File: src/include/eit_pkg.sv
// Shared constants for the three-channel 8-bit interval and event timer
package eit_pkg;

  // ==========================================================
  // Bus widths
  localparam int ADDR_W = 16;
  localparam int DATA_W = 8;

  // ==========================================================
  // Register addresses
  localparam logic [15:0] ADDR_PORT3_DIRECTION = 16'hff23;
  localparam logic [15:0] ADDR_PORT3_LATCH = 16'hff03;
  localparam logic [15:0] ADDR_MODE0 = 16'hff4d;
  localparam logic [15:0] ADDR_MODE1 = 16'hff4e;
  localparam logic [15:0] ADDR_MODE2 = 16'hff41;
  localparam logic [15:0] ADDR_CMP0 = 16'hff48;
  localparam logic [15:0] ADDR_CMP1 = 16'hff49;
  localparam logic [15:0] ADDR_CMP2 = 16'hff4a;
  localparam logic [15:0] ADDR_CNT0 = 16'hff44;
  localparam logic [15:0] ADDR_CNT1 = 16'hff45;
  localparam logic [15:0] ADDR_CNT2 = 16'hff46;

  // ==========================================================
  // Reset values and fixed bits
  localparam logic [7:0] RST_PORT3_DIRECTION = 8'hff;
  localparam logic [7:0] RST_PORT3_LATCH = 8'h00;
  localparam logic [7:0] RST_MODE = 8'h00;
  localparam logic [7:0] RST_CMP = 8'h00;
  localparam logic [7:0] RST_READ = 8'h00;
  localparam logic [7:0] DIR_FIXED_ONES = 8'he0;
  localparam logic [7:0] LATCH_WMASK = 8'h1f;
  localparam logic [7:0] MODE0_WMASK = 8'hff;
  localparam logic [7:0] MODE12_WMASK = 8'hbf;

  // ==========================================================
  // Mode register field positions
  localparam int BIT_TCE = 7;
  localparam int BIT_EDGE = 6;
  localparam int BIT_CLK_HI = 5;
  localparam int BIT_CLK_LO = 3;
  localparam int BIT_MODE_HI = 2;
  localparam int BIT_MODE_LO = 1;
  localparam int BIT_TOE = 0;
  localparam logic [1:0] MODE_STANDALONE = 2'h0;

  // ==========================================================
  // Count clock select codes
  localparam logic [2:0] SEL_MAIN = 3'h0;
  localparam logic [2:0] SEL_MAIN_DIV = 3'h1;
  localparam logic [2:0] SEL_T0_DIV128 = 3'h2;
  localparam logic [2:0] SEL_T0_SUB = 3'h3;
  localparam logic [2:0] SEL_T0_T1_MATCH = 3'h4;
  localparam logic [2:0] SEL_T0_T1_OUT = 3'h5;
  localparam logic [2:0] SEL_PIN_DIV1 = 3'h2;
  localparam logic [2:0] SEL_PIN_DIV2 = 3'h3;
  localparam logic [2:0] SEL_PIN_DIV4 = 3'h4;
  localparam logic [2:0] SEL_PIN_DIV8 = 3'h5;

  // ==========================================================
  // Divider masks (divide by mask plus one)
  localparam int PRESC_W = 7;
  localparam logic [6:0] MASK_DIV1 = 7'h00;
  localparam logic [6:0] MASK_DIV2 = 7'h01;
  localparam logic [6:0] MASK_DIV4 = 7'h03;
  localparam logic [6:0] MASK_DIV8 = 7'h07;
  localparam logic [6:0] MASK_DIV16 = 7'h0f;
  localparam logic [6:0] MASK_DIV128 = 7'h7f;

  // ==========================================================
  // Clock
  localparam int MCLK_PERIOD_NS = 10;

endpackage

File: src/rtl/eit_timer_top.sv
// Three 8-bit interval and event timers with port-3 direction control
// Summary of operation
// - Direction bit 0 drives pin, 1 releases
// - Direction resets all ones, top bits read 1
// - Direction register takes bit and byte writes
// - Timers independent, except the first can count the second timer's matches
// - Match clears counter and pulses interrupt together
// - Pin event counting only on timers two, three
// - Event mode counts pin edges, matches as usual
// - First timer offers six clock sources
// - Second timer offers six clock sources
// - Third timer offers six clock sources
// - Interval spans one to 256 count clocks
// - Enable clear zeroes counter, set starts counting
// - Mode zero selects stand-alone 8-bit counting
`timescale 1ns/1ps
module eit_timer_top #(
  parameter int WIDTH = 8
) (
  input wire logic mclk,
  input wire logic reset_n,
  input wire logic [15:0] cpu_addr,
  input wire logic [7:0] cpu_wdata,
  input wire logic cpu_byte_wr,
  input wire logic cpu_bit_wr,
  input wire logic [2:0] cpu_bit_sel,
  input wire logic cpu_bit_val,
  input wire logic cpu_rd,
  output logic [7:0] cpu_rdata,
  input wire logic sub_clk,
  input wire logic [2:0] p3_in,
  output logic [2:0] p3_out,
  output logic [2:0] p3_oe,
  output logic [2:0] match_interrupt_request
);

  // ==========================================================
  // Helpers
  function automatic logic [7:0] apply_write(
    input logic [7:0] old,
    input logic byte_wr,
    input logic bit_wr,
    input logic [2:0] sel,
    input logic val,
    input logic [7:0] data,
    input logic [7:0] wmask
  );
    logic [7:0] res;
    res = old;
    if (byte_wr) begin
      res = data;
    end else if (bit_wr) begin
      res[sel] = val;
    end
    return res & wmask;
  endfunction

  function automatic logic div_tick(
    input logic [6:0] cnt,
    input logic [6:0] mask
  );
    return (cnt & mask) == mask;
  endfunction

  // ==========================================================
  // Registers
  logic [7:0] port3_direction;
  logic [7:0] port3_latch;
  logic [7:0] mode0;
  logic [7:0] mode1;
  logic [7:0] mode2;
  logic [7:0] cmp0;
  logic [7:0] cmp1;
  logic [7:0] cmp2;
  logic [7:0] next_port3_direction;
  logic [7:0] next_port3_latch;
  logic [7:0] next_mode0;
  logic [7:0] next_mode1;
  logic [7:0] next_mode2;
  logic [7:0] next_cmp0;
  logic [7:0] next_cmp1;
  logic [7:0] next_cmp2;
  logic [7:0] next_cpu_rdata;
  logic any_wr;

  logic [WIDTH-1:0] cnt0;
  logic [WIDTH-1:0] cnt1;
  logic [WIDTH-1:0] cnt2;
  logic [2:0] match;
  logic [2:0] toggle;

  assign any_wr = cpu_byte_wr | cpu_bit_wr;

  always_comb begin
    next_port3_direction = port3_direction;
    next_port3_latch = port3_latch;
    next_mode0 = mode0;
    next_mode1 = mode1;
    next_mode2 = mode2;
    next_cmp0 = cmp0;
    next_cmp1 = cmp1;
    next_cmp2 = cmp2;
    if (any_wr && cpu_addr == eit_pkg::ADDR_PORT3_DIRECTION) begin
      next_port3_direction = apply_write(port3_direction, cpu_byte_wr, cpu_bit_wr, cpu_bit_sel, cpu_bit_val,
                                         cpu_wdata, 8'hff) | eit_pkg::DIR_FIXED_ONES;
    end else if (any_wr && cpu_addr == eit_pkg::ADDR_PORT3_LATCH) begin
      next_port3_latch = apply_write(port3_latch, cpu_byte_wr, cpu_bit_wr, cpu_bit_sel, cpu_bit_val,
                                     cpu_wdata, eit_pkg::LATCH_WMASK);
    end else if (any_wr && cpu_addr == eit_pkg::ADDR_MODE0) begin
      next_mode0 = apply_write(mode0, cpu_byte_wr, cpu_bit_wr, cpu_bit_sel, cpu_bit_val,
                               cpu_wdata, eit_pkg::MODE0_WMASK);
    end else if (any_wr && cpu_addr == eit_pkg::ADDR_MODE1) begin
      next_mode1 = apply_write(mode1, cpu_byte_wr, cpu_bit_wr, cpu_bit_sel, cpu_bit_val,
                               cpu_wdata, eit_pkg::MODE12_WMASK);
    end else if (any_wr && cpu_addr == eit_pkg::ADDR_MODE2) begin
      next_mode2 = apply_write(mode2, cpu_byte_wr, cpu_bit_wr, cpu_bit_sel, cpu_bit_val,
                               cpu_wdata, eit_pkg::MODE12_WMASK);
    end else if (any_wr && cpu_addr == eit_pkg::ADDR_CMP0) begin
      next_cmp0 = apply_write(cmp0, cpu_byte_wr, cpu_bit_wr, cpu_bit_sel, cpu_bit_val, cpu_wdata, 8'hff);
    end else if (any_wr && cpu_addr == eit_pkg::ADDR_CMP1) begin
      next_cmp1 = apply_write(cmp1, cpu_byte_wr, cpu_bit_wr, cpu_bit_sel, cpu_bit_val, cpu_wdata, 8'hff);
    end else if (any_wr && cpu_addr == eit_pkg::ADDR_CMP2) begin
      next_cmp2 = apply_write(cmp2, cpu_byte_wr, cpu_bit_wr, cpu_bit_sel, cpu_bit_val, cpu_wdata, 8'hff);
    end
  end

  // Read mux, answer registered one cycle after the strobe
  always_comb begin
    next_cpu_rdata = cpu_rdata;
    if (cpu_rd) begin
      if (cpu_addr == eit_pkg::ADDR_PORT3_DIRECTION) begin
        next_cpu_rdata = port3_direction | eit_pkg::DIR_FIXED_ONES;
      end else if (cpu_addr == eit_pkg::ADDR_PORT3_LATCH) begin
        next_cpu_rdata = port3_latch;
      end else if (cpu_addr == eit_pkg::ADDR_MODE0) begin
        next_cpu_rdata = mode0;
      end else if (cpu_addr == eit_pkg::ADDR_MODE1) begin
        next_cpu_rdata = mode1;
      end else if (cpu_addr == eit_pkg::ADDR_MODE2) begin
        next_cpu_rdata = mode2;
      end else if (cpu_addr == eit_pkg::ADDR_CMP0) begin
        next_cpu_rdata = cmp0;
      end else if (cpu_addr == eit_pkg::ADDR_CMP1) begin
        next_cpu_rdata = cmp1;
      end else if (cpu_addr == eit_pkg::ADDR_CMP2) begin
        next_cpu_rdata = cmp2;
      end else if (cpu_addr == eit_pkg::ADDR_CNT0) begin
        next_cpu_rdata = cnt0;
      end else if (cpu_addr == eit_pkg::ADDR_CNT1) begin
        next_cpu_rdata = cnt1;
      end else if (cpu_addr == eit_pkg::ADDR_CNT2) begin
        next_cpu_rdata = cnt2;
      end else begin
        next_cpu_rdata = eit_pkg::RST_READ;
      end
    end
  end

  always_ff @(posedge mclk or negedge reset_n) begin
    if (!reset_n) begin
      port3_direction <= eit_pkg::RST_PORT3_DIRECTION;
      port3_latch <= eit_pkg::RST_PORT3_LATCH;
      mode0 <= eit_pkg::RST_MODE;
      mode1 <= eit_pkg::RST_MODE;
      mode2 <= eit_pkg::RST_MODE;
      cmp0 <= eit_pkg::RST_CMP;
      cmp1 <= eit_pkg::RST_CMP;
      cmp2 <= eit_pkg::RST_CMP;
      cpu_rdata <= eit_pkg::RST_READ;
    end else begin
      port3_direction <= next_port3_direction;
      port3_latch <= next_port3_latch;
      mode0 <= next_mode0;
      mode1 <= next_mode1;
      mode2 <= next_mode2;
      cmp0 <= next_cmp0;
      cmp1 <= next_cmp1;
      cmp2 <= next_cmp2;
      cpu_rdata <= next_cpu_rdata;
    end
  end

  // ==========================================================
  // Input synchronisers: bit0 pin0, bit1 pin2, bit2 subsystem clock
  logic [2:0] sync1;
  logic [2:0] sync2;
  logic [2:0] sync3;
  logic [2:0] filt;
  logic [2:0] rise;
  logic [2:0] next_filt;
  logic [2:0] next_rise;

  always_comb begin
    for (int i = 0; i < 3; i++) begin
      next_filt[i] = (sync2[i] == sync3[i]) ? sync3[i] : filt[i];
    end
    next_rise = next_filt & ~filt;
  end

  always_ff @(posedge mclk or negedge reset_n) begin
    if (!reset_n) begin
      sync1 <= 3'h0;
      sync2 <= 3'h0;
      sync3 <= 3'h0;
      filt <= 3'h0;
      rise <= 3'h0;
    end else begin
      sync1 <= {sub_clk, p3_in[2], p3_in[0]};
      sync2 <= sync1;
      sync3 <= sync2;
      filt <= next_filt;
      rise <= next_rise;
    end
  end

  // ==========================================================
  // Prescaler and pin-edge dividers
  logic [6:0] presc;
  logic [6:0] pdiv1;
  logic [6:0] pdiv2;
  logic [6:0] next_presc;
  logic [6:0] next_pdiv1;
  logic [6:0] next_pdiv2;
  logic [2:0] run;

  function automatic logic is_running(input logic [7:0] mode);
    return mode[eit_pkg::BIT_TCE] && mode[eit_pkg::BIT_MODE_HI:eit_pkg::BIT_MODE_LO] == eit_pkg::MODE_STANDALONE;
  endfunction

  assign run[0] = is_running(mode0);
  assign run[1] = is_running(mode1);
  assign run[2] = is_running(mode2);

  always_comb begin
    next_presc = 7'(presc + 7'h01);
    next_pdiv1 = pdiv1;
    next_pdiv2 = pdiv2;
    if (!run[1]) begin
      next_pdiv1 = 7'h00;
    end else if (rise[0]) begin
      next_pdiv1 = {4'h0, 3'(pdiv1[2:0] + 3'h1)};
    end
    if (!run[2]) begin
      next_pdiv2 = 7'h00;
    end else if (rise[1]) begin
      next_pdiv2 = {4'h0, 3'(pdiv2[2:0] + 3'h1)};
    end
  end

  always_ff @(posedge mclk or negedge reset_n) begin
    if (!reset_n) begin
      presc <= 7'h00;
      pdiv1 <= 7'h00;
      pdiv2 <= 7'h00;
    end else begin
      presc <= next_presc;
      pdiv1 <= next_pdiv1;
      pdiv2 <= next_pdiv2;
    end
  end

  // ==========================================================
  // Count clock selection
  logic [2:0] tick;

  always_comb begin
    case (mode0[eit_pkg::BIT_CLK_HI:eit_pkg::BIT_CLK_LO])
      eit_pkg::SEL_MAIN: tick[0] = 1'b1;
      eit_pkg::SEL_MAIN_DIV: tick[0] = div_tick(presc, eit_pkg::MASK_DIV8);
      eit_pkg::SEL_T0_DIV128: tick[0] = div_tick(presc, eit_pkg::MASK_DIV128);
      eit_pkg::SEL_T0_SUB: tick[0] = rise[2];
      eit_pkg::SEL_T0_T1_MATCH: tick[0] = match[1];
      eit_pkg::SEL_T0_T1_OUT: tick[0] = match[1] & toggle[1];
      default: tick[0] = 1'b0;
    endcase
    case (mode1[eit_pkg::BIT_CLK_HI:eit_pkg::BIT_CLK_LO])
      eit_pkg::SEL_MAIN: tick[1] = 1'b1;
      eit_pkg::SEL_MAIN_DIV: tick[1] = div_tick(presc, eit_pkg::MASK_DIV4);
      eit_pkg::SEL_PIN_DIV1: tick[1] = rise[0] & div_tick(pdiv1, eit_pkg::MASK_DIV1);
      eit_pkg::SEL_PIN_DIV2: tick[1] = rise[0] & div_tick(pdiv1, eit_pkg::MASK_DIV2);
      eit_pkg::SEL_PIN_DIV4: tick[1] = rise[0] & div_tick(pdiv1, eit_pkg::MASK_DIV4);
      eit_pkg::SEL_PIN_DIV8: tick[1] = rise[0] & div_tick(pdiv1, eit_pkg::MASK_DIV8);
      default: tick[1] = 1'b0;
    endcase
    case (mode2[eit_pkg::BIT_CLK_HI:eit_pkg::BIT_CLK_LO])
      eit_pkg::SEL_MAIN: tick[2] = 1'b1;
      eit_pkg::SEL_MAIN_DIV: tick[2] = div_tick(presc, eit_pkg::MASK_DIV16);
      eit_pkg::SEL_PIN_DIV1: tick[2] = rise[1] & div_tick(pdiv2, eit_pkg::MASK_DIV1);
      eit_pkg::SEL_PIN_DIV2: tick[2] = rise[1] & div_tick(pdiv2, eit_pkg::MASK_DIV2);
      eit_pkg::SEL_PIN_DIV4: tick[2] = rise[1] & div_tick(pdiv2, eit_pkg::MASK_DIV4);
      eit_pkg::SEL_PIN_DIV8: tick[2] = rise[1] & div_tick(pdiv2, eit_pkg::MASK_DIV8);
      default: tick[2] = 1'b0;
    endcase
  end

  // ==========================================================
  // Timer channels
  eit_timer8 #(.WIDTH(WIDTH)) u_timer0 (.mclk(mclk), .reset_n(reset_n), .run(run[0]), .tick(tick[0]),
    .compare(cmp0[WIDTH-1:0]), .count(cnt0), .match(match[0]), .toggle(toggle[0]));

  eit_timer8 #(.WIDTH(WIDTH)) u_timer1 (.mclk(mclk), .reset_n(reset_n), .run(run[1]), .tick(tick[1]),
    .compare(cmp1[WIDTH-1:0]), .count(cnt1), .match(match[1]), .toggle(toggle[1]));

  eit_timer8 #(.WIDTH(WIDTH)) u_timer2 (.mclk(mclk), .reset_n(reset_n), .run(run[2]), .tick(tick[2]),
    .compare(cmp2[WIDTH-1:0]), .count(cnt2), .match(match[2]), .toggle(toggle[2]));

  assign match_interrupt_request = match;

  // ==========================================================
  // Port-3 pins
  logic [2:0] next_p3_out;
  logic [2:0] toe;

  assign toe = {mode2[eit_pkg::BIT_TOE], mode1[eit_pkg::BIT_TOE], mode0[eit_pkg::BIT_TOE]};
  assign p3_oe = ~port3_direction[2:0];

  always_comb begin
    next_p3_out = port3_latch[2:0] | (toe & toggle);
  end

  always_ff @(posedge mclk or negedge reset_n) begin
    if (!reset_n) begin
      p3_out <= 3'h0;
    end else begin
      p3_out <= next_p3_out;
    end
  end

endmodule

File: src/rtl/eit_timer8.sv
// One 8-bit up-counter with compare-match clear and match pulse
`timescale 1ns/1ps
module eit_timer8 #(
  parameter int WIDTH = 8
) (
  input wire logic mclk,
  input wire logic reset_n,
  input wire logic run,
  input wire logic tick,
  input wire logic [WIDTH-1:0] compare,
  output logic [WIDTH-1:0] count,
  output logic match,
  output logic toggle
);

  logic [WIDTH-1:0] next_count;
  logic next_match;
  logic next_toggle;

  // ==========================================================
  // Counter
  always_comb begin
    next_count = count;
    next_match = 1'b0;
    next_toggle = toggle;
    if (!run) begin
      next_count = '0;
      next_toggle = 1'b0;
    end else if (tick) begin
      if (count == compare) begin
        next_count = '0;
        next_match = 1'b1;
        next_toggle = ~toggle;
      end else begin
        next_count = WIDTH'(count + 1'b1);
      end
    end
  end

  always_ff @(posedge mclk or negedge reset_n) begin
    if (!reset_n) begin
      count <= '0;
      match <= 1'b0;
      toggle <= 1'b0;
    end else begin
      count <= next_count;
      match <= next_match;
      toggle <= next_toggle;
    end
  end

endmodule

File: config.mk
export PLATFORM = sky130hd
export DESIGN_NAME = eit_timer_top
export DESIGN_NICKNAME = d
export VERILOG_FILES = /design/src/include/eit_pkg.sv /design/src/rtl/eit_timer_top.sv /design/src/rtl/eit_timer8.sv
export SDC_FILE = /design/constraint.sdc
export NUM_CORES = 1
export LEC_CHECK = 0
export BUFFER_PORTS_ARGS = -buffer_cell sky130_fd_sc_hd__buf_2
export CORE_MARGIN = 3
export CORE_UTILIZATION = 55
export CTS_BUF_LIST = sky130_fd_sc_hd__clkbuf_8 sky130_fd_sc_hd__clkbuf_16
export CTS_CLUSTER_SIZE = 25
export DETAILED_ROUTE_END_ITERATION = 16
export GPL_TIMING_DRIVEN = 0
export PLACE_DENSITY = 0.81
export SLEW_MARGIN = 25
export SYNTH_ARGS = -nofsm -noshare
export SYNTH_HDL_FRONTEND = slang
export SYNTH_HIERARCHICAL = 1
export SYNTH_SLANG_ARGS = --single-unit
File: constraint.sdc
create_clock -name mclk -period 5.46 [get_ports mclk]
set_clock_uncertainty 0.1 [all_clocks]
set_input_delay 1.365 -clock mclk [delete_from_list [all_inputs] [get_ports mclk]]
set_output_delay 1.365 -clock mclk [all_outputs]
set_load 0.03 [all_outputs]
==> impl_metrics.ini, run 1 <==
[placement]
hpwl_um = 14600
port_buffers = 46
dp.cells = 909
pre_cts_ws_ps = 1640
place_area_um2 = 7210
gp_congestion = 0.980

[route]
drt_iter0_drc = 721
final_antenna_net_count = 0
vias = 6074
wl_per_cell_um = 21.4
viasPerCell = 6.45
routed_wl_um = 20100
drt_pass1_iterations = 8
drc_errors = 0

[global_route]
antenna_found_initial = 0
gr-usage-all-layers_pct = 30.8
grt_pass1_vias = 5853
grt_max_degree = 88
overflow = 0
grt_pass1_wl_um = 31500

[layout]
n_antenna_cell = 0
stdcell_count = 941
layout-drive-gt1-share_pct = 14.3
fin_area_um2 = 7820
layout.nets = 831
area_delta_synth_final_pct = 15.7
fillers = 934
post-route-util_pct = 66.8

[power_and_ir_drop]
cellPowerDensity_nw_per_um2 = 287
finalPower_mw = 2.24
leakage_nw = 3.28
max-vdd-ir-drop_mv = 0.273

[timing]
setup_violations = 0
fin_crit_sh_pct = 63.3
tns_ps = 0
rsz0062_at_grt = false
fmax_mhz = 289
setup_slack_ps = 2000
hold_viol = 0
drv_slew = 0
holdWs_ps = 253
worst_pin_slew_ps = 1100
max_slew_margin_pct = 26.6
finalCriticalPeriod_ps = 3460

[synth]
ys.flop_type = dfrtp_1
synthCells = 719
synth.avg_cell_area_um2 = 9.41
syn_nets = 765
ys_ff_latch = 125
synth_area_um2 = 6760
ys_types = 59
seq_area_frac_synth_pct = 46.3
async_flop_share_pct = 100
synth_edf_count = 0
ys_warn_count = 6

[floorplanning]
die_area_um2 = 13700
start_util_pct = 57.8
coreArea_um2 = 11700
dieHeight_um = 117
die_w_um = 117
rows = 39
io_pins = 54

[clocking]
path_clk_slew_ps = 60
post_cts_buffers = 0
cts_hold_buf = 0
numCtsBuffers = 17
cts_tree = yes
cts_resized = 0
insertion_delay_ps = 430
clockBufferDepth = 2
clock-root-buffer = clkbuf_16
cts_htree_levels = 4
clock-sinks = 125

[worst_setup_path]
crit_type = input pin to flip-flop
critPathMaxStageDelay_ps = 520
r2r-end = u_timer2/count[6]
critPathMaxFanout = 10
r2r_slack_ps = 2490
slowest_stage = or4b_1
critPathRequiredTime_ps = 5620
endpoint_kind = flip-flop
ff2ff_path_depth = 9
worstReg2RegStart = presc[0]
worstPathCellList = buf_2 -> or4b_1 -> buf_4 -> nor3_4 -> and3_1 -> nand2_1 -> clkbuf_1 -> o21ai_0 -> o31ai_1
worst_ep_arrival_time_ps = 3620
start_kind = input pin

[worst_hold_path]
hold_class = flip-flop to flip-flop
hold_path.startpoint = sync1[2]
hold_end = sync2[2]
min_delay_path_depth = 0

[job]
drv_cap = 0

[outcome]
status = completed
[cell type report]
class	instances	area [um^2]	area share (%)
plain buffers	34	140	1.79
clock buffers	18	439	5.61
clock inverters	14	161	2.06
inverters	26	97.6	1.25
multi-input cells	534	3400	43.5
flip-flops and latches	125	3130	40.1
well taps	143	179	2.29
repair buffers	47	268	3.42
[synth_stat cells, types with 5 or more instances]
library cell,n,share of area (%)
nor2_1,57,3.2
nor2b_1,13,1.2
a21oi_1,51,3.8
buf_2,6,0.44
nand3_1,21,1.6
o211ai_1,9,1.0
mux2i_1,18,2.7
o22ai_1,12,1.1
clkbuf_1,24,1.3
ha_1,9,1.7
xnor2_1,38,4.9
o21ai_0,53,3.9
nand2b_1,16,1.5
xor2_1,7,0.91
a31oi_1,20,1.8
o31ai_1,41,4.6
inv_1,26,1.4
nand4_1,12,1.1
dfstp_2,5,1.9
nor3_1,25,1.8
nor4_1,8,0.74
dfrtp_1,120,44
nand2_1,50,2.8
[how the worst max path moves through the flow]
stage | start | end | slack, ps | cells past startpoint
6_report | cpu_addr[5] | cmp1[4] | 2000 | 9
5_1_grt | cpu_addr[5] | cmp1[5] | 1930 | 9
4_1_cts | cpu_addr[5] | cpu_rdata[3] | 2070 | 9
3_5_place_dp | cpu_addr[5] | cmp1[2] | 1640 | 9
3_3_place_gp | reset_n | sync1[1] | 1390 | 1
2_1_floorplan | cpu_addr[5] | cmp0[7] | 2180 | 8
[cell usage in the layout (no fill, tap or decap), types with 4 or more instances in the layout]
cell	instances
nor2_1	57
buf_2	51
o211ai_1	9
nand4_1	12
a31oi_1	20
and3_1	4
clkinvlp_4	4
dfstp_2	5
a32oi_1	4
nand3b_1	4
clkbuf_16	17
nand2_1	50
nor3_1	25
and2_1	4
nor2b_1	13
o31ai_1	41
ha_1	9
xor2_1	7
mux2i_1	18
a21oi_1	49
o31ai_2	4
nor4_1	8
a221oi_1	4
clkbuf_1	24
inv_1	26
o22ai_1	12
a22oi_1	4
xnor2_1	38
o21ai_0	53
nand2b_1	16
dfrtp_1	120
nand3_1	21
[power by group]
group	leakage [nW]	internal, mW	switching, mW	total, mW
Combinational	1.34	0.0387	0.108	0.147
Sequential	1.66	0.937	0.00702	0.944
Clock	0.283	0.693	0.458	1.15
[worst max-delay path, delay by kind of cell]
kind	cells	cell delay [ps]
AO/OA/AOI/OAI	2	310
buffers and inverters	3	620
AND/OR/NAND/NOR	4	1320
[sequential cells by signal, indices dropped and copies added, names as in the netlist, 7 cells and up]
| register | cells |
|---|---|
| u_timer0/count | 8 |
| cmp1 | 8 |
| cpu_rdata | 8 |
| mode0 | 8 |
| mode2 | 7 |
| u_timer1/count | 8 |
| cmp2 | 8 |
| u_timer2/count | 8 |
| cmp0 | 8 |
| mode1 | 7 |
| presc | 7 |
[kinds of logic after synthesis]
family                   after synthesis  share of synthesized area, %
AO/OA/AOI/OAI                        224                          21.1
XOR/XNOR                              45                          5.83
adder cells (fa/ha/maj)               12                          2.11
buffers and inverters                 60                          3.51
flip-flops                           125                          46.3
multiplexers                          18                          2.66
AND/OR/NAND/NOR                      235                          18.5
[routing by layer]
metal	vias to the layer above	track usage (%)	routed length [um]
li1	2776	-	-
met1	2945	41.1	8240
met2	307	49.0	9720
met3	46	6.58	1550
met4	0	13.1	599
met5	-	0	0
Note: power is estimated with default switching activity, not from simulation.
==> inputs of run 2 (changes only) <==
PLACE_DENSITY = 0.84   (was 0.81)
clock period = 2.9 ns   (was 5.46 ns; I/O delays follow)
==> impl_metrics.ini, run 2 (synthesis gave the netlist of run 1 again) <==
[timing]
hold_viol = 0
worst_pin_slew_ps = 996
finalCriticalPeriod_ps = 2720
fin_crit_sh_pct = 93.7
fmax_mhz = 368
rsz0062_at_grt = false
holdWs_ps = 90.5
max_slew_margin_pct = 33.6
setup_violations = 0
setup_slack_ps = 182
drv_slew = 0

[layout]
mostFrequentLayoutCell = dfrtp_1
fin_area_um2 = 7800
post-route-util_pct = 66.6
area_delta_synth_final_pct = 15.4
layout.nets = 835
final_cell_mix = dfrtp_1 (120), nor2_1 (57), o21ai_0 (52), buf_2 (51), nand2_1 (50)
layout-drive-gt1-share_pct = 14.6
n_antenna_cell = 0

[worst_setup_path]
worstPathCellList = ha_1 -> nand3_1 -> a31oi_1 -> a21oi_1 -> o21ai_1 -> inv_1 -> o31ai_2 -> nor2_1
critPathRequiredTime_ps = 3080
critPathMaxStageDelay_ps = 500
start_kind = flip-flop
slowest_stage = o31ai_2
worst_ep_arrival_time_ps = 2900
crit_type = flip-flop to flip-flop
endpoint_kind = flip-flop
critPathMaxFanout = 5

[route]
viasPerCell = 6.43
routed_wl_um = 20000
wl_per_cell_um = 21.2
drc_errors = 0
drt_iter0_drc = 660
final_antenna_net_count = 0
drt_pass1_iterations = 8
vias = 6080

[clocking]
clock-root-buffer = clkbuf_16
clockBufferDepth = 2
cts_htree_levels = 4
clock-sinks = 125
path_clk_slew_ps = 60
numCtsBuffers = 17
insertion_delay_ps = 420
cts_tree = yes
cts_hold_buf = 0

[worst_hold_path]
hold_class = input pin to async pin

[floorplanning]
rows = 39
die_w_um = 117
die_area_um2 = 13700
coreArea_um2 = 11700
dieHeight_um = 117
start_util_pct = 57.8
io_pins = 54

[global_route]
gr-usage-all-layers_pct = 31.0
grt_max_degree = 84
grt_pass1_wl_um = 32100
grt_pass1_vias = 5993
overflow = 0
antenna_found_initial = 0

[power_and_ir_drop]
max-vdd-ir-drop_mv = 0.438
cellPowerDensity_nw_per_um2 = 517
leakage_nw = 3.29

[outcome]
status = completed

[placement]
hpwl_um = 14700
port_buffers = 46
place_area_um2 = 7210
pre_cts_ws_ps = -344
gp_congestion = 0.958

[job]
drv_cap = 0
-- run 2: repair_timing --
item	4_1_cts	5_1_grt
resized for setup	0	1
setup endpoints to repair	0	14
setup buffers	0	4
-- run 2: routing by layer --
| metal | up-vias | GRT usage, % | wire length, um |
|---|---|---|---|
| li1 | 2785 | - | - |
| met1 | 2979 | 42.0 | 8310 |
| met2 | 271 | 49.5 | 9740 |
| met3 | 45 | 6.79 | 1400 |
| met4 | 0 | 11.2 | 577 |
| met5 | - | 0 | 0 |
-- run 2: layout make-up --
cell class / count / area, um^2
fillers: 955 / 3910
well taps: 143 / 179
multi-input cells: 534 / 3400
clock buffers: 18 / 439
plain buffers: 34 / 140
inverters: 26 / 97.6
flip-flops and latches: 125 / 3130
clock inverters: 14 / 113
repair buffers: 51 / 298
-- run 2: final timing paths --
path / startpoint / to / slack (ps) / depth (start not counted)
worst max-delay path: presc[0] / u_timer2/count[5] / 180 / 8
worst min-delay path: reset_n / u_timer1/count[3] / 90 / 1
worst max register to register: presc[0] / u_timer2/count[5] / 180 / 8
worst min register to register: sync1[0] / sync2[0] / 250 / 0
max in group asynchronous: reset_n / port3_direction[1] / 1880 / 2
min in group mclk: sync1[0] / sync2[0] / 250 / 0
-- run 2: per-stage QoR --
stage / cells / total power [mW] / setup TNS (ps)
after global routing: 945 / 4.17 / 0
after CTS: 941 / 4.05 / 0
after global placement: 908 / 2.06 / -65720
after detailed placement: 909 / 2.08 / -5110
after floorplan: 719 / 1.95 / 0
final: 945 / 4.03 / 0
-- run 2: where the power goes --
group	total [mW]	switching, mW	internal, mW
logic	0.274	0.200	0.0739
registers	1.78	0.0126	1.76
clock network	1.98	0.854	1.13
total	4.03	1.07	2.97
-- run 2: worst max-delay path, delay by kind of cell, from the launching register on --
kind / cells / cell delay (ps)
simple gates: 2 / 370
flops: 1 / 370
compound gates: 4 / 1340
buf+inv: 1 / 170
fa+ha+maj: 1 / 220
==> inputs of run 3 (changes only) <==
SYNTH_HIERARCHICAL = default   (was 1)
==> impl_metrics.ini, run 3 <==
[clocking]
cts_resized = 0
clockBufferDepth = 2
numCtsBuffers = 17
cts_htree_levels = 4
path_clk_slew_ps = 60
insertion_delay_ps = 430
post_cts_buffers = 0
clock-root-buffer = clkbuf_16
clock-sinks = 125
cts_tree = yes
cts_hold_buf = 0

[power_and_ir_drop]
cellPowerDensity_nw_per_um2 = 505
max-vdd-ir-drop_mv = 0.524
clkPwrFrac_pct = 49.2
leakage_nw = 3.62
comb_power_share_pct = 6.8
p_int_mw = 3.05
finalPower_mw = 4.04
power_switching_uw = 987
switching_share_pct = 24.5
seqPwrFrac_pct = 44.0

[worst_setup_path]
r2r_slack_ps = 410
r2r-end = u_timer2.count[2]
critPathLaunch = cpu_addr[11]
start_kind = input pin
crit_buf_inv = 3
cpMostUsedCell = buf_2
critPathRequiredTime_ps = 3100
critPathMaxStageDelay_ps = 610
crit_type = input pin to flip-flop
worstReg2RegStart = pdiv2[0]
crit_family = simple AND/OR/NAND/NOR gates
endpoint_kind = flip-flop
ff2ff_path_depth = 8
critPathMaxFanout = 10
worstPathCellList = buf_2 -> nand4_1 -> or4_4 -> buf_6 -> or4_1 -> buf_2 -> nor2_1 -> mux2_1
slowest_stage = or4_4
worst_ep_arrival_time_ps = 3030

[layout]
layout.nets = 841
layout-drive-gt1-share_pct = 18.7
final_cell_mix = dfrtp_1 (120), nor2_1 (101), nand2_1 (62), buf_2 (51), mux2_2 (41)
fillers = 923
final-seq-area_um2 = 3130
mostFrequentLayoutCell = dfrtp_1
multi_input_area_um2 = 3580
post-route-util_pct = 65.8
area_delta_synth_final_pct = 15.7

[global_route]
grt_pass1_wl_um = 31700
grt_pass1_vias = 5788
antenna_found_initial = 0
gr-usage-all-layers_pct = 29.4
overflow = 0
grt_max_degree = 76

[timing]
finalCriticalPeriod_ps = 2830
setup_violations = 0
setup_slack_ps = 69.6
fin_crit_sh_pct = 97.6
hold_viol = 0
fmax_mhz = 353
rsz0062_at_grt = false
worst_pin_slew_ps = 1190
drv_slew = 0
max_slew_margin_pct = 20.1

[synth]
synthCells = 727
synth.top_cells.by_area = dfrtp_1 (43%), mux2_2 (6.7%), nor2_1 (5.5%), xnor2_1 (4.4%), nand2_1 (3.4%)
seq_area_frac_synth_pct = 45.3
synth_area_leader_cell = dfrtp_1
synth_edf_count = 0
ys_warn_count = 0
yosysTopAreaCellShare_pct = 43.4
ys.flop_type = dfrtp_1
yosysMostFrequentCell = dfrtp_1
synth_common_cells = dfrtp_1 (120), nor2_1 (101), nand2_1 (63)
async_flop_share_pct = 100
ys_types = 68
synth.avg_cell_area_um2 = 9.51
synth_area_um2 = 6910
syn_nets = 773
ys_ff_latch = 125

[floorplanning]
io_pins = 54
dieHeight_um = 118
start_util_pct = 56.9
rows = 40
coreArea_um2 = 12200
die_area_um2 = 14000
die_w_um = 118

[placement]
pre_cts_ws_ps = -312
hpwl_um = 14500
gp_congestion = 0.973
port_buffers = 45

[route]
drt_pass1_iterations = 6
final_antenna_net_count = 0
viasPerCell = 6.31
drt_iter0_drc = 724
routed_wl_um = 20200
drc_errors = 0
vias = 6156
wl_per_cell_um = 20.7

[worst_hold_path]
hold_class = input pin to async pin

[job]
drv_cap = 0

[outcome]
status = completed
## run 3: through the flow
stage	area, um^2	TNS, ps	hold WS [ps]	instances
2_1_floorplan	6910	0	231	727
3_3_place_gp	7350	-79530	235	940
3_5_place_dp	7440	-9660	236	944
4_1_cts	7990	0	183	974
5_1_grt	7990	0	216	974
6_report	8000	0	170	975
## run 3: worst max path at each step
stage / to / slack (ps) / depth (start not counted)
2_1_floorplan: cmp2[4] / 1 / 7
3_3_place_gp: u_timer1.count[4] / -550 / 1
3_5_place_dp: mode0[0] / -310 / 8
4_1_cts: cmp2[0] / 120 / 8
5_1_grt: cmp1[7] / 4 / 8
6_report: cmp2[0] / 70 / 8
## run 3: cells by family after synthesis
group           share of synthesized area (%)
buf+inv                                  3.40
xor+xnor                                 4.81
simple gates                             21.3
compound gates                           13.6
mux                                      9.65
fa+ha+maj                                1.92
flops                                    45.3
## run 3: layout make-up
type                    instances  area share, %
repair buffers                 49           3.50
diodes                          1         0.0313
inverters                      19          0.892
plain buffers                  36           2.05
well taps                     168           2.63
clock inverters                11           1.22
flip-flops and latches        125           39.2
multi-input cells             547           44.8
clock buffers                  19           5.66
## run 3: power groups by stage
stage               clock network, mW  logic [mW]  registers (mW)
floorplan                           0       0.119            1.82
global placement                    0       0.248            1.81
detailed placement                  0       0.265            1.81
CTS                              2.00       0.266            1.78
global route                     2.08       0.295            1.78
finish                           1.98       0.274            1.78
## run 3: metal layers
metal / up-vias / wire length, um / share of wire [%] / GRT usage (%)
li1: 2745 / - / - / -
met1: 2956 / 8280 / 41 / 41.1
met2: 396 / 8910 / 44 / 42.9
met3: 59 / 2410 / 12 / 9.61
met4: 0 / 565 / 2.8 / 10.3
met5: - / 0 / 0 / 0
